<file path="src/rtl/cbsc_defs.svh">
// Constants for the bridge system control and multimedia registers
`ifndef CBSC_DEFS_SVH
`define CBSC_DEFS_SVH

// ==========================================================
// Offsets
`define CBSC_SYSCTL_OFF 8'h80
`define CBSC_MMCTL_OFF 8'h84

// ==========================================================
// System control field positions
`define CBSC_B_BURST_DN 15
`define CBSC_B_BURST_UP 14
`define CBSC_B_ACTIVITY 13
`define CBSC_B_RAIL 12
`define CBSC_B_STREAM 11
`define CBSC_B_UPWAIT 10
`define CBSC_B_DNWAIT 9
`define CBSC_B_INTERROG 8
`define CBSC_B_CLKGATE 6
`define CBSC_B_IDLOCK 5
`define CBSC_B_PARSERR 4
`define CBSC_B_CDMA 3
`define CBSC_B_CLOCK_STOP_INHIBIT 1
`define CBSC_B_WAKEMUX 0

// ==========================================================
// Multimedia field positions and writable mask
`define CBSC_B_VID_OE 7
`define CBSC_B_VID_SEL 6
`define CBSC_MM_WMASK 8'hC3
`define CBSC_MM_RESET 8'h00

// ==========================================================
// Reset values of global controls
`define CBSC_RST_BURST_DN 1'h1
`define CBSC_RST_IDLOCK 1'h1

// ==========================================================
// Timing: period and power switch times
`define CBSC_CLK_PERIOD_NS 10
`define CBSC_STREAM_NS 1000
`define CBSC_PWRUP_NS 2000
`define CBSC_PWRDN_NS 2000
`define CBSC_STREAM_CYC (`CBSC_STREAM_NS / `CBSC_CLK_PERIOD_NS)
`define CBSC_PWRUP_CYC (`CBSC_PWRUP_NS / `CBSC_CLK_PERIOD_NS)
`define CBSC_PWRDN_CYC (`CBSC_PWRDN_NS / `CBSC_CLK_PERIOD_NS)

`endif

</file>
<file path="src/rtl/cbsc_pkg.sv">
// Types shared by the system control block
package cbsc_pkg;

    typedef enum logic [3:0] {
        CBSC_PS_IDLE = 4'h1,
        CBSC_PS_STREAM = 4'h2,
        CBSC_PS_UPWAIT = 4'h4,
        CBSC_PS_DNWAIT = 4'h8
    } cbsc_pstate_t;

    typedef struct packed {
        cbsc_pstate_t st;
        logic dirUp;
        logic [15:0] cnt;
    } cbsc_seq_state_t;

    typedef struct packed {
        logic burstDn;
        logic burstUp;
        logic [1:0] activity;
        logic clkGate;
        logic idLock;
        logic parSerr;
        logic cdma;
        logic clock_stop_inhibit;
        logic wakeMux;
        logic [7:0] mm;
        logic [31:0] rdData;
        logic rdValid;
        logic [1:0] cbGate;
        logic serr;
        logic irq7;
        logic irq6;
        logic wakePin;
        logic pciStopOk;
        logic cbStopOk;
    } cbsc_state_t;

endpackage : cbsc_pkg

</file>
<file path="src/rtl/cbsc_pwr_if.sv">
// Power switch request and status between control and sequencer
`timescale 1ns/1ns
`default_nettype none
interface cbsc_pwr_if;
    logic req;
    logic reqUp;
    logic streamBusy;
    logic upWait;
    logic dnWait;
    modport ctl (output req, output reqUp,
                 input streamBusy, input upWait, input dnWait);
    modport seq (input req, input reqUp,
                 output streamBusy, output upWait, output dnWait);
endinterface : cbsc_pwr_if
`default_nettype wire

</file>
<file path="src/rtl/cbsc_pwr_seq.sv">
// Power switch stream and settle delay sequencer
`timescale 1ns/1ns
`default_nettype none
`include "cbsc_defs.svh"
module cbsc_pwr_seq import cbsc_pkg::*; #(
    parameter int STREAM_CYC = `CBSC_STREAM_CYC,
    parameter int PWRUP_CYC = `CBSC_PWRUP_CYC,
    parameter int PWRDN_CYC = `CBSC_PWRDN_CYC
) (
    input wire logic ref_clk,
    input wire logic rst_b,
    cbsc_pwr_if.seq pwr
);
    cbsc_seq_state_t s_reg;
    cbsc_seq_state_t s_next;

    always_comb begin
        s_next = s_reg;
        unique case (s_reg.st)
            CBSC_PS_IDLE: begin
                if (pwr.req) begin
                    s_next.st = CBSC_PS_STREAM;
                    s_next.dirUp = pwr.reqUp;
                    s_next.cnt = 16'(STREAM_CYC - 1);
                end
            end
            CBSC_PS_STREAM: begin
                if (s_reg.cnt != 16'h0000) begin
                    s_next.cnt = s_reg.cnt - 16'h0001;
                end else if (s_reg.dirUp) begin
                    s_next.st = CBSC_PS_UPWAIT;
                    s_next.cnt = 16'(PWRUP_CYC - 1);
                end else begin
                    s_next.st = CBSC_PS_DNWAIT;
                    s_next.cnt = 16'(PWRDN_CYC - 1);
                end
            end
            CBSC_PS_UPWAIT, CBSC_PS_DNWAIT: begin
                if (s_reg.cnt != 16'h0000) begin
                    s_next.cnt = s_reg.cnt - 16'h0001;
                end else begin
                    s_next.st = CBSC_PS_IDLE;
                end
            end
            default: s_next.st = CBSC_PS_IDLE;
        endcase
    end

    always_ff @(posedge ref_clk) begin
        if (!rst_b) begin
            s_reg <= '{st: CBSC_PS_IDLE, dirUp: 1'h0, cnt: 16'h0000};
        end else begin
            s_reg <= s_next;
        end
    end

    // Busy covers stream plus settle time
    assign pwr.streamBusy = (s_reg.st != CBSC_PS_IDLE);
    assign pwr.upWait = (s_reg.st == CBSC_PS_UPWAIT);
    assign pwr.dnWait = (s_reg.st == CBSC_PS_DNWAIT);
endmodule : cbsc_pwr_seq
`default_nettype wire

</file>
<file path="src/rtl/cbsc_sys_ctl.sv">
// System control low half and multimedia port mapping registers
`timescale 1ns/1ns
`default_nettype none
`include "cbsc_defs.svh"
module cbsc_sys_ctl import cbsc_pkg::*; #(
    parameter int STREAM_CYC = `CBSC_STREAM_CYC,
    parameter int PWRUP_CYC = `CBSC_PWRUP_CYC,
    parameter int PWRDN_CYC = `CBSC_PWRDN_CYC
) (
    input wire logic ref_clk,
    input wire logic rst_b,
    // Configuration access
    input wire logic cfgFunc,
    input wire logic [7:0] cfgAddr,
    input wire logic cfgRead,
    input wire logic cfgWrite,
    input wire logic [3:0] cfgByteEn,
    input wire logic [31:0] cfgWrData,
    output logic [31:0] cfgRdData,
    output logic cfgRdValid,
    // Socket side events
    input wire logic [1:0] socketAccess,
    input wire logic [1:0] interrogating,
    input wire logic pwrReq,
    input wire logic pwrReqUp,
    input wire logic [1:0] cardInserted,
    input wire logic [1:0] cardIdle,
    input wire logic [1:0] cbClockRunning,
    input wire logic cardParityErr,
    input wire logic irqMuxIn7,
    input wire logic irqMuxIn6,
    input wire logic ringIndicateReq,
    input wire logic pmeReq,
    // Controls
    output logic read_burst_down_en,
    output logic read_burst_up_en,
    output logic id_regs_write_lock,
    output logic central_dma_en,
    output logic [1:0] cbMachineClkOff,
    output logic serrOut,
    output logic irq_mux_out7,
    output logic irq_mux_out6,
    output logic wakePinOut,
    output logic pciClkStopAllow,
    output logic cbClkStopAllow,
    output logic video_port_out_en,
    output logic video_socket_select
);
    cbsc_state_t s_reg;
    cbsc_state_t s_next;
    cbsc_pwr_if pwr ();

    // ======================================================
    // Power switch sequencer
    assign pwr.req = pwrReq;
    assign pwr.reqUp = pwrReqUp;

    cbsc_pwr_seq #(
        .STREAM_CYC(STREAM_CYC),
        .PWRUP_CYC(PWRUP_CYC),
        .PWRDN_CYC(PWRDN_CYC)
    ) u_seq (
        .ref_clk(ref_clk),
        .rst_b(rst_b),
        .pwr(pwr)
    );

    // ======================================================
    // Decode
    logic hitSys;
    logic hitMm;
    assign hitSys = (cfgAddr == `CBSC_SYSCTL_OFF);
    assign hitMm = (cfgAddr == `CBSC_MMCTL_OFF);

    // ======================================================
    // Next state
    always_comb begin
        logic [15:0] sysVal;
        sysVal = 16'h0000;
        s_next = s_reg;

        // Global bits are shared; both functions see one copy
        sysVal[`CBSC_B_BURST_DN] = s_reg.burstDn;
        sysVal[`CBSC_B_BURST_UP] = s_reg.burstUp;
        sysVal[`CBSC_B_ACTIVITY] = s_reg.activity[cfgFunc];
        sysVal[`CBSC_B_RAIL] = 1'h1;
        sysVal[`CBSC_B_STREAM] = pwr.streamBusy;
        sysVal[`CBSC_B_UPWAIT] = pwr.upWait;
        sysVal[`CBSC_B_DNWAIT] = pwr.dnWait;
        sysVal[`CBSC_B_INTERROG] = interrogating[cfgFunc];
        sysVal[`CBSC_B_CLKGATE] = s_reg.clkGate;
        sysVal[`CBSC_B_IDLOCK] = s_reg.idLock;
        sysVal[`CBSC_B_PARSERR] = s_reg.parSerr;
        sysVal[`CBSC_B_CDMA] = s_reg.cdma;
        sysVal[`CBSC_B_CLOCK_STOP_INHIBIT] = s_reg.clock_stop_inhibit;
        sysVal[`CBSC_B_WAKEMUX] = s_reg.wakeMux;
        // Bits 7 and 2 stay zero from the init above

        s_next.rdValid = cfgRead;
        if (cfgRead) begin
            if (hitSys) begin
                s_next.rdData = {16'h0000, sysVal};
                s_next.activity[cfgFunc] = 1'h0;
            end else if (hitMm) begin
                s_next.rdData = {24'h000000, s_reg.mm};
            end else begin
                s_next.rdData = 32'h00000000;
            end
        end

        // Event in the read cycle survives the clear
        s_next.activity = s_next.activity | socketAccess;

        if (cfgWrite && hitSys) begin
            if (cfgByteEn[1]) begin
                s_next.burstDn = cfgWrData[`CBSC_B_BURST_DN];
                s_next.burstUp = cfgWrData[`CBSC_B_BURST_UP];
            end
            if (cfgByteEn[0]) begin
                s_next.clkGate = cfgWrData[`CBSC_B_CLKGATE];
                s_next.idLock = cfgWrData[`CBSC_B_IDLOCK];
                s_next.parSerr = cfgWrData[`CBSC_B_PARSERR];
                s_next.cdma = cfgWrData[`CBSC_B_CDMA];
                s_next.clock_stop_inhibit = cfgWrData[`CBSC_B_CLOCK_STOP_INHIBIT];
                s_next.wakeMux = cfgWrData[`CBSC_B_WAKEMUX];
            end
        end
        if (cfgWrite && hitMm && cfgByteEn[0]) begin
            s_next.mm = cfgWrData[7:0] & `CBSC_MM_WMASK;
        end

        // Gate only a card that is in, idle and unclocked
        s_next.cbGate = {2{s_next.clkGate}} & cardInserted & cardIdle
            & ~cbClockRunning;
        s_next.serr = s_next.parSerr & cardParityErr;
        s_next.irq7 = irqMuxIn7 & ~s_next.cdma;
        s_next.irq6 = irqMuxIn6 & ~s_next.cdma;
        // Mux set drives PME alone; mux clear ORs ring and PME onto the pin
        s_next.wakePin = s_next.wakeMux ? pmeReq
            : (ringIndicateReq | pmeReq);
        s_next.pciStopOk = ~s_next.clock_stop_inhibit;
        s_next.cbStopOk = ~s_next.clock_stop_inhibit;
    end

    // ======================================================
    // State register
    always_ff @(posedge ref_clk) begin
        if (!rst_b) begin
            s_reg <= '0;
            s_reg.burstDn <= `CBSC_RST_BURST_DN;
            s_reg.idLock <= `CBSC_RST_IDLOCK;
            s_reg.mm <= `CBSC_MM_RESET;
            s_reg.pciStopOk <= 1'h1;
            s_reg.cbStopOk <= 1'h1;
        end else begin
            s_reg <= s_next;
        end
    end

    // ======================================================
    // Outputs
    assign cfgRdData = s_reg.rdData;
    assign cfgRdValid = s_reg.rdValid;
    assign read_burst_down_en = s_reg.burstDn;
    assign read_burst_up_en = s_reg.burstUp;
    assign id_regs_write_lock = s_reg.idLock;
    assign central_dma_en = s_reg.cdma;
    assign cbMachineClkOff = s_reg.cbGate;
    assign serrOut = s_reg.serr;
    assign irq_mux_out7 = s_reg.irq7;
    assign irq_mux_out6 = s_reg.irq6;
    assign wakePinOut = s_reg.wakePin;
    assign pciClkStopAllow = s_reg.pciStopOk;
    assign cbClkStopAllow = s_reg.cbStopOk;
    assign video_port_out_en = s_reg.mm[`CBSC_B_VID_OE];
    assign video_socket_select = s_reg.mm[`CBSC_B_VID_SEL];
endmodule : cbsc_sys_ctl
`default_nettype wire

</file>
<file path="config.mk">
export PLATFORM = sky130hd
export DESIGN_NAME = cbsc_sys_ctl
export DESIGN_NICKNAME = d
export VERILOG_FILES = /design/src/rtl/cbsc_pkg.sv /design/src/rtl/cbsc_pwr_if.sv /design/src/rtl/cbsc_pwr_seq.sv /design/src/rtl/cbsc_sys_ctl.sv
export VERILOG_INCLUDE_DIRS = /design/src /design/src/rtl
export SDC_FILE = /design/constraint.sdc
export NUM_CORES = 1
export LEC_CHECK = 0
export BUFFER_PORTS_ARGS = -buffer_cell sky130_fd_sc_hd__buf_2
export CAP_MARGIN = 5
export CORE_UTILIZATION = 52
export DETAILED_ROUTE_END_ITERATION = 8
export PLACE_DENSITY = 0.95
export SETUP_SLACK_MARGIN = 0.3
export SLEW_MARGIN = 20
export SYNTH_ARGS = -nofsm -noshare
export SYNTH_HDL_FRONTEND = slang
export SYNTH_SLANG_ARGS = --single-unit
</file>
<file path="constraint.sdc">
create_clock -name ref_clk -period 6.2 [get_ports ref_clk]
set_input_delay 1.24 -clock ref_clk [delete_from_list [all_inputs] [get_ports ref_clk]]
set_output_delay 1.24 -clock ref_clk [all_outputs]
set_load 0.05 [all_outputs]
</file>
======== Word level (Yosys, flattened, before mapping) ========
Cells that the tools add are included.
word-level totals
  word-level logic and storage cells ...... 81
  register bits ........................... 75
  output and inout port bits .............. 47
operators by class
  bitwise gates (word level) .............. 13
  equality and inequality tests ........... 11
  add/subtract/negate cells ............... 1
  muxes and demuxes ....................... 21
  $lt $le $gt $ge ......................... 2
  reductions and logical operators ........ 12
operators with widths
  kind                                                                      count
  16-bit two-way mux                                                        3
  16-bit case mux with 3 select lines                                       1
  21-bit two-way mux                                                        1
  8-bit equality test (second input constant)                               2
  16-bit nonzero test                                                       1
  16-bit by 1-bit subtractor with 16-bit output (second input constant)     1
  4-bit two-way mux                                                         3
  6-bit two-way mux                                                         2
  4-bit case mux with 3 select lines                                        1
  2-bit AND                                                                 4
  8-bit two-way mux                                                         1
  1-bit two-way mux                                                         6
  2-bit inequality test (second input constant)                             3
  2-bit AND reduction                                                       3
  3-bit AND reduction                                                       2
  4-bit by 1-bit equality test with 1-bit output (second input constant)    1
  4-bit by 2-bit equality test with 1-bit output (second input constant)    1
  4-bit by 3-bit equality test with 1-bit output (second input constant)    1
  4-bit equality test (second input constant)                               1
  1-bit logical AND                                                         4
  2-bit two-way mux                                                         2
  4-bit by 1-bit inequality test with 1-bit output (second input constant)  1
  2-bit inverter                                                            2
  1-bit AND                                                                 3
  other kinds (9)                                                           10

======== Depth between registers and ports, before layout ========
  word-level depth ........................ 9
  gate-level depth with buffers ........... 7
  gate-level depth less buffers ........... 7

======== Hierarchy ========
A second synthesis with hierarchy kept.
unflattened totals
  cell total of the unflattened synthesis .. 350
  area total of the unflattened synthesis .. 3,113.0 µm²
by module, submodules not included
  module        instances  cells each  area each (µm²)
  cbsc_sys_ctl  1          204         1,858.0
  cbsc_pwr_seq  1          146         1,255.0

======== Worst setup path before layout ========
Ideal clock, no wire load.
  path kind ............................... input-to-reg
  start ................................... in cfgAddr[5]
  end ..................................... reg s_reg, in the netlist cbMachineClkOff[0]
  slack ................................... 3.253 ns
  library setup time ...................... 0.111 ns
  arrival ................................. 2.836 ns
  cell stages on the path ................. 6
  cell sequence ........................... or4b_1 -> buf_2 -> nor4_4 -> mux2_4 -> nand2_4 -> nor3_2
between the ends
  word-level cells in the longest chain between the ends .. 6
RTL lines
  item                                  RTL line             source
  from (decl)                           cbsc_sys_ctl.sv:14   input wire logic [7:0] cfgAddr,
  8-bit equality test (no source line)  -
  1-bit logical AND                     cbsc_sys_ctl.sv:114  if (cfgWrite && hitSys) begin
  6-bit two-way mux                     cbsc_sys_ctl.sv:114
  2-bit AND (2 in a row)                cbsc_sys_ctl.sv:133  s_next.cbGate = {2{s_next.clkGate}} & cardInserted & cardIdle
  2-bit AND                             cbsc_sys_ctl.sv:134  & ~cbClockRunning;
  to (signal assigned)                  cbsc_sys_ctl.sv:156  s_reg <= s_next;
  to (decl)                             cbsc_sys_ctl.sv:49   cbsc_state_t s_reg;
No other way between the ends.
A chain may end at the register's enable or synchronous reset.

======== Worst setup path after layout ========
  start ................................... in cfgRead
  end ..................................... reg s_reg[56] (netlist bit)
between the ends
  word-level cells in the longest chain between the ends .. 2
RTL lines
  item               RTL line             source
  from (decl)        cbsc_sys_ctl.sv:15   input wire logic cfgRead,
  2-bit two-way mux  cbsc_sys_ctl.sv:100  if (cfgRead) begin
  2-bit OR           cbsc_sys_ctl.sv:112  s_next.activity = s_next.activity | socketAccess;
No other way between the ends.

==> impl_summary.log <==
[metrics] synthesis-stage register bit count: 58
[metrics] number of distinct library cells after synthesis: 54
[metrics] met2 routing resource usage after global routing: 35.4%
[metrics] final estimated routing congestion in global placement: 0.866
[metrics] overall die area: around 0.0056 mm2
[metrics] area fraction in compound gates after synthesis: 15.0%
[metrics] dominant register cell in the synthesized netlist: sky130_fd_sc_hd__dfxtp_1
[metrics] antenna cell count: 0
[metrics] final worst path period share: 48.3%
[metrics] CTS tree: built
[metrics] dominant combinational cell family by area after synthesis: simple AND/OR/NAND/NOR gates
[metrics] quantity of I/O buffers inserted on ports: 70
[metrics] cell type contributing the most total cell area after synthesis: sky130_fd_sc_hd__dfxtp_1
[metrics] count of cells resized by post-cts repair: 0
[metrics] P per Cell Area: 293 mW/mm2
[metrics] final hold violation count: 0
[metrics] met1 global-route usage: between 20% and 30%
[metrics] overall die height: 74.9 um
[metrics] HPWL reported at the end of detailed placement: approximately 4.3 mm
[metrics] required arrival time at the worst endpoint: 6.40 ns
[metrics] clock latency at the later pin of the worst-skew pair: between 0.3 and 0.4 ns
[metrics] switching power total: 0.259 mW
[metrics] Routed Wire Length: 5.89 mm
[metrics] post-CTS setup buffer count: 0
[metrics] vias per inst: ~5.3
[metrics] xor and xnor area share after synthesis: 2.53%
[metrics] hold buffers post-CTS: 0
[metrics] Top-Level Pins: 113
[metrics] worst vdd ir: 0.135 mV
[metrics] switching share of power: 27.9%
[metrics] Max-slew headroom: 33.5%
[metrics] Post-synth ARST share: 0%
[metrics] summed instance area of the synthesized netlist: around 0.0028 mm2
[metrics] sinks on the clock net: 58
[metrics] number of max-capacitance violations reported: 0
[metrics] CTS clock-pin slew for the worst setup and hold paths: 0.07 ns
[metrics] largest net degree at the start of global routing: 29
[metrics] Pint: 0.671 mW
[metrics] worst path arrival time: roughly 3.2 ns
[metrics] via count of the first global-routing pass: 1956
[metrics] max frequency: ~330 MHz
[metrics] die outline width: 74.9 um
[metrics] share of total power in sequential cells: 42.9%
[metrics] count of placed standard cells in the final layout, fillers left out: 438
[metrics] first-pass GRT wire length: roughly 8.6 mm
[metrics] Placeable Area: 0.00511 mm2
[metrics] average routed wire per standard cell: 13.4 um
[metrics] antenna violations before repair: 0
[metrics] unrepaired setup endpoints after global routing: no
[metrics] outcome: finished, final reports clean
[metrics] mux share of post-synthesis cell area: 5.61%
[metrics] first-iteration detailed-routing DRC count: 171
[metrics] clock buffer count from CTS: 9
[metrics] fraction of the mapped netlist area in simple logic gates: 21.0%
[metrics] Static Leakage: 1.43 nW
[metrics] adder-cell area share of the yosys netlist: 0.905%
[metrics] Area Overhead vs Synth: 14.9%
[metrics] Synth top area share: between 40% and 50%
[metrics] row count: 26
[metrics] worst min-delay path category: flip-flop to flip-flop
[metrics] post-route total power: 0.930 mW
[metrics] GRT Max-Usage Layer: met2
[metrics] antenna-violating nets left: 0
[metrics] flip-flop count of the largest register, all copies and words added: 21
[metrics] maximum fanout along the worst path: 17
[metrics] DR DRC count: 0
[metrics] Max H-tree Level: 3
[metrics] count of flip-flops with a built-in enable after synthesis: 0
[metrics] worst setup path class: input pin to flip-flop
[metrics] GR Layer Usage met3: approximately 4.3%
[metrics] nature of the critical path startpoint: input pin
[metrics] Final setup viols: 0
[metrics] clock network power share: 41.8%
[metrics] GR Util All Layers: 20.7%
[metrics] total negative slack for setup checks: 0 ns
[metrics] Final nets: about 430
[metrics] Tightest Pin Transition: 0.990 ns
[metrics] routed via count: 2343
[metrics] worst hold margin: 0.469 ns
[metrics] Synth area leaders: sky130_fd_sc_hd__dfxtp_1 (42%), sky130_fd_sc_hd__buf_4 (9.5%), sky130_fd_sc_hd__mux2i_1 (5.1%), sky130_fd_sc_hd__nor2_1 (4.6%), sky130_fd_sc_hd__a21oi_1 (4.2%)
[metrics] global route overflow: 0
[metrics] logic gate share of total power: 15.3%
[metrics] cell count after placement: roughly 420
[metrics] total number of yosys warnings: 0
[metrics] post-synthesis area per instance: a little under 9 um2
[metrics] share of the yosys chip area belonging to registers: 42.0%
[metrics] kind of capture point of the worst setup path: flip-flop
[metrics] Max Buffers Root-to-Sink: 2
[metrics] initial cell density of the core: 54.1%
[metrics] count of mapped cells out of synthesis: 311
[metrics] drt pass-1 iters: 4
[metrics] share of layout cells above drive strength 1: a little over a quarter
[metrics] Max Slew Vio Count: 0
[metrics] final worst clock skew: 0.00570 ns
[metrics] clock root cell: sky130_fd_sc_hd__clkbuf_8
[metrics] crit path time final: 3.00 ns
power by group through the flow:
stage | Sequential, mW | Clock (mW) | Combinational [mW]
after floorplan | 0.408 | 0 | 0.111
after global placement | 0.406 | 0 | 0.135
after detailed placement | 0.407 | 0 | 0.140
after CTS | 0.398 | 0.395 | 0.140
after global routing | 0.400 | 0.411 | 0.155
final | 0.399 | 0.389 | 0.142
Yosys cell counts (3+ instances only):
cell                        count
sky130_fd_sc_hd__a22oi_1        5
sky130_fd_sc_hd__dfxtp_1       58
sky130_fd_sc_hd__or3_1          5
sky130_fd_sc_hd__nor2_1        34
sky130_fd_sc_hd__and2_1         5
sky130_fd_sc_hd__mux2i_1       14
sky130_fd_sc_hd__xor2_1         3
sky130_fd_sc_hd__xnor2_1        5
sky130_fd_sc_hd__nand4_1        3
sky130_fd_sc_hd__a21oi_1       23
sky130_fd_sc_hd__nand2_1       23
sky130_fd_sc_hd__o21ai_0       12
sky130_fd_sc_hd__nor3_1         4
sky130_fd_sc_hd__clkbuf_1       6
sky130_fd_sc_hd__nand3_1        5
sky130_fd_sc_hd__and3_1         5
sky130_fd_sc_hd__inv_1          9
sky130_fd_sc_hd__buf_4         35
sky130_fd_sc_hd__a22o_1         6
sky130_fd_sc_hd__buf_2          3
sky130_fd_sc_hd__a2111oi_0      3
critical path, stage by stage:
cell                       delay (ns)
sky130_fd_sc_hd__buf_2           0.14
sky130_fd_sc_hd__clkinv_1        0.44
sky130_fd_sc_hd__nor4_2          1.01
sky130_fd_sc_hd__nand2_1         0.12
sky130_fd_sc_hd__a21oi_1         0.18
sky130_fd_sc_hd__nor2_1          0.06
cell families after synthesis:
logic type | after synthesis
buffers and inverters | 56
multiplexers | 15
XOR/XNOR | 8
AND/OR/NAND/NOR | 107
AO/OA/AOI/OAI | 64
flip-flops | 58
adder cells (fa/ha/maj) | 2
other | 1
cells in the final DEF, fill, tap and decap left out, types with 3 or more instances in the layout:
cell / count
sky130_fd_sc_hd__or3_1: 5
sky130_fd_sc_hd__o21ai_0: 12
sky130_fd_sc_hd__mux2i_1: 14
sky130_fd_sc_hd__nor2_1: 34
sky130_fd_sc_hd__xor2_1: 3
sky130_fd_sc_hd__and2_1: 5
sky130_fd_sc_hd__inv_1: 9
sky130_fd_sc_hd__a2111oi_0: 3
sky130_fd_sc_hd__nand2_1: 23
sky130_fd_sc_hd__nand4_1: 3
sky130_fd_sc_hd__nand3_1: 5
sky130_fd_sc_hd__buf_2: 70
sky130_fd_sc_hd__xnor2_1: 5
sky130_fd_sc_hd__a22oi_1: 5
sky130_fd_sc_hd__nor3_1: 4
sky130_fd_sc_hd__dfxtp_1: 58
sky130_fd_sc_hd__a22o_1: 6
sky130_fd_sc_hd__clkbuf_8: 10
sky130_fd_sc_hd__and3_1: 5
sky130_fd_sc_hd__conb_1: 17
sky130_fd_sc_hd__a21oi_1: 23
final timing paths:
path / from / to / slack [ns] / depth (start not counted)
worst max-delay path: cfgRead / s_reg[56] / 3.20 / 6
worst min-delay path: cfgRdData[7] / cfgRdData[7] / 0.47 / 2
worst max register to register: u_seq.s_reg[0] / u_seq.s_reg[7] / 3.99 / 7
worst min register to register: cfgRdData[7] / cfgRdData[7] / 0.47 / 2
per-stage QoR:
stage	worst slack, ns	instance area, um2	util [%]
floorplan	3.25	2830	-
global placement	2.96	2950	57.8
detailed placement	2.89	2950	57.8
CTS	3.20	3180	62.2
global route	3.04	3180	62.2
finish	3.20	3180	62.2
final cells by class:
class	count	area, um2
flip-flops and latches	58	1160
inverters	11	41.3
fillers	390	1930
clock buffers	10	138
repair buffers	70	350
clock inverters	6	88.8
well taps	70	87.6
multi-input cells	213	1310
per-layer routing:
| layer | vias up | part of all wire, % |
|---|---|---|
| met2 | 106 | 50 |
| li1 | 1152 | - |
| met1 | 1070 | 41 |
| met3 | 15 | 6.3 |
| met5 | - | 0 |
| met4 | 0 | 2.3 |
(Power assumes the default switching activity.)
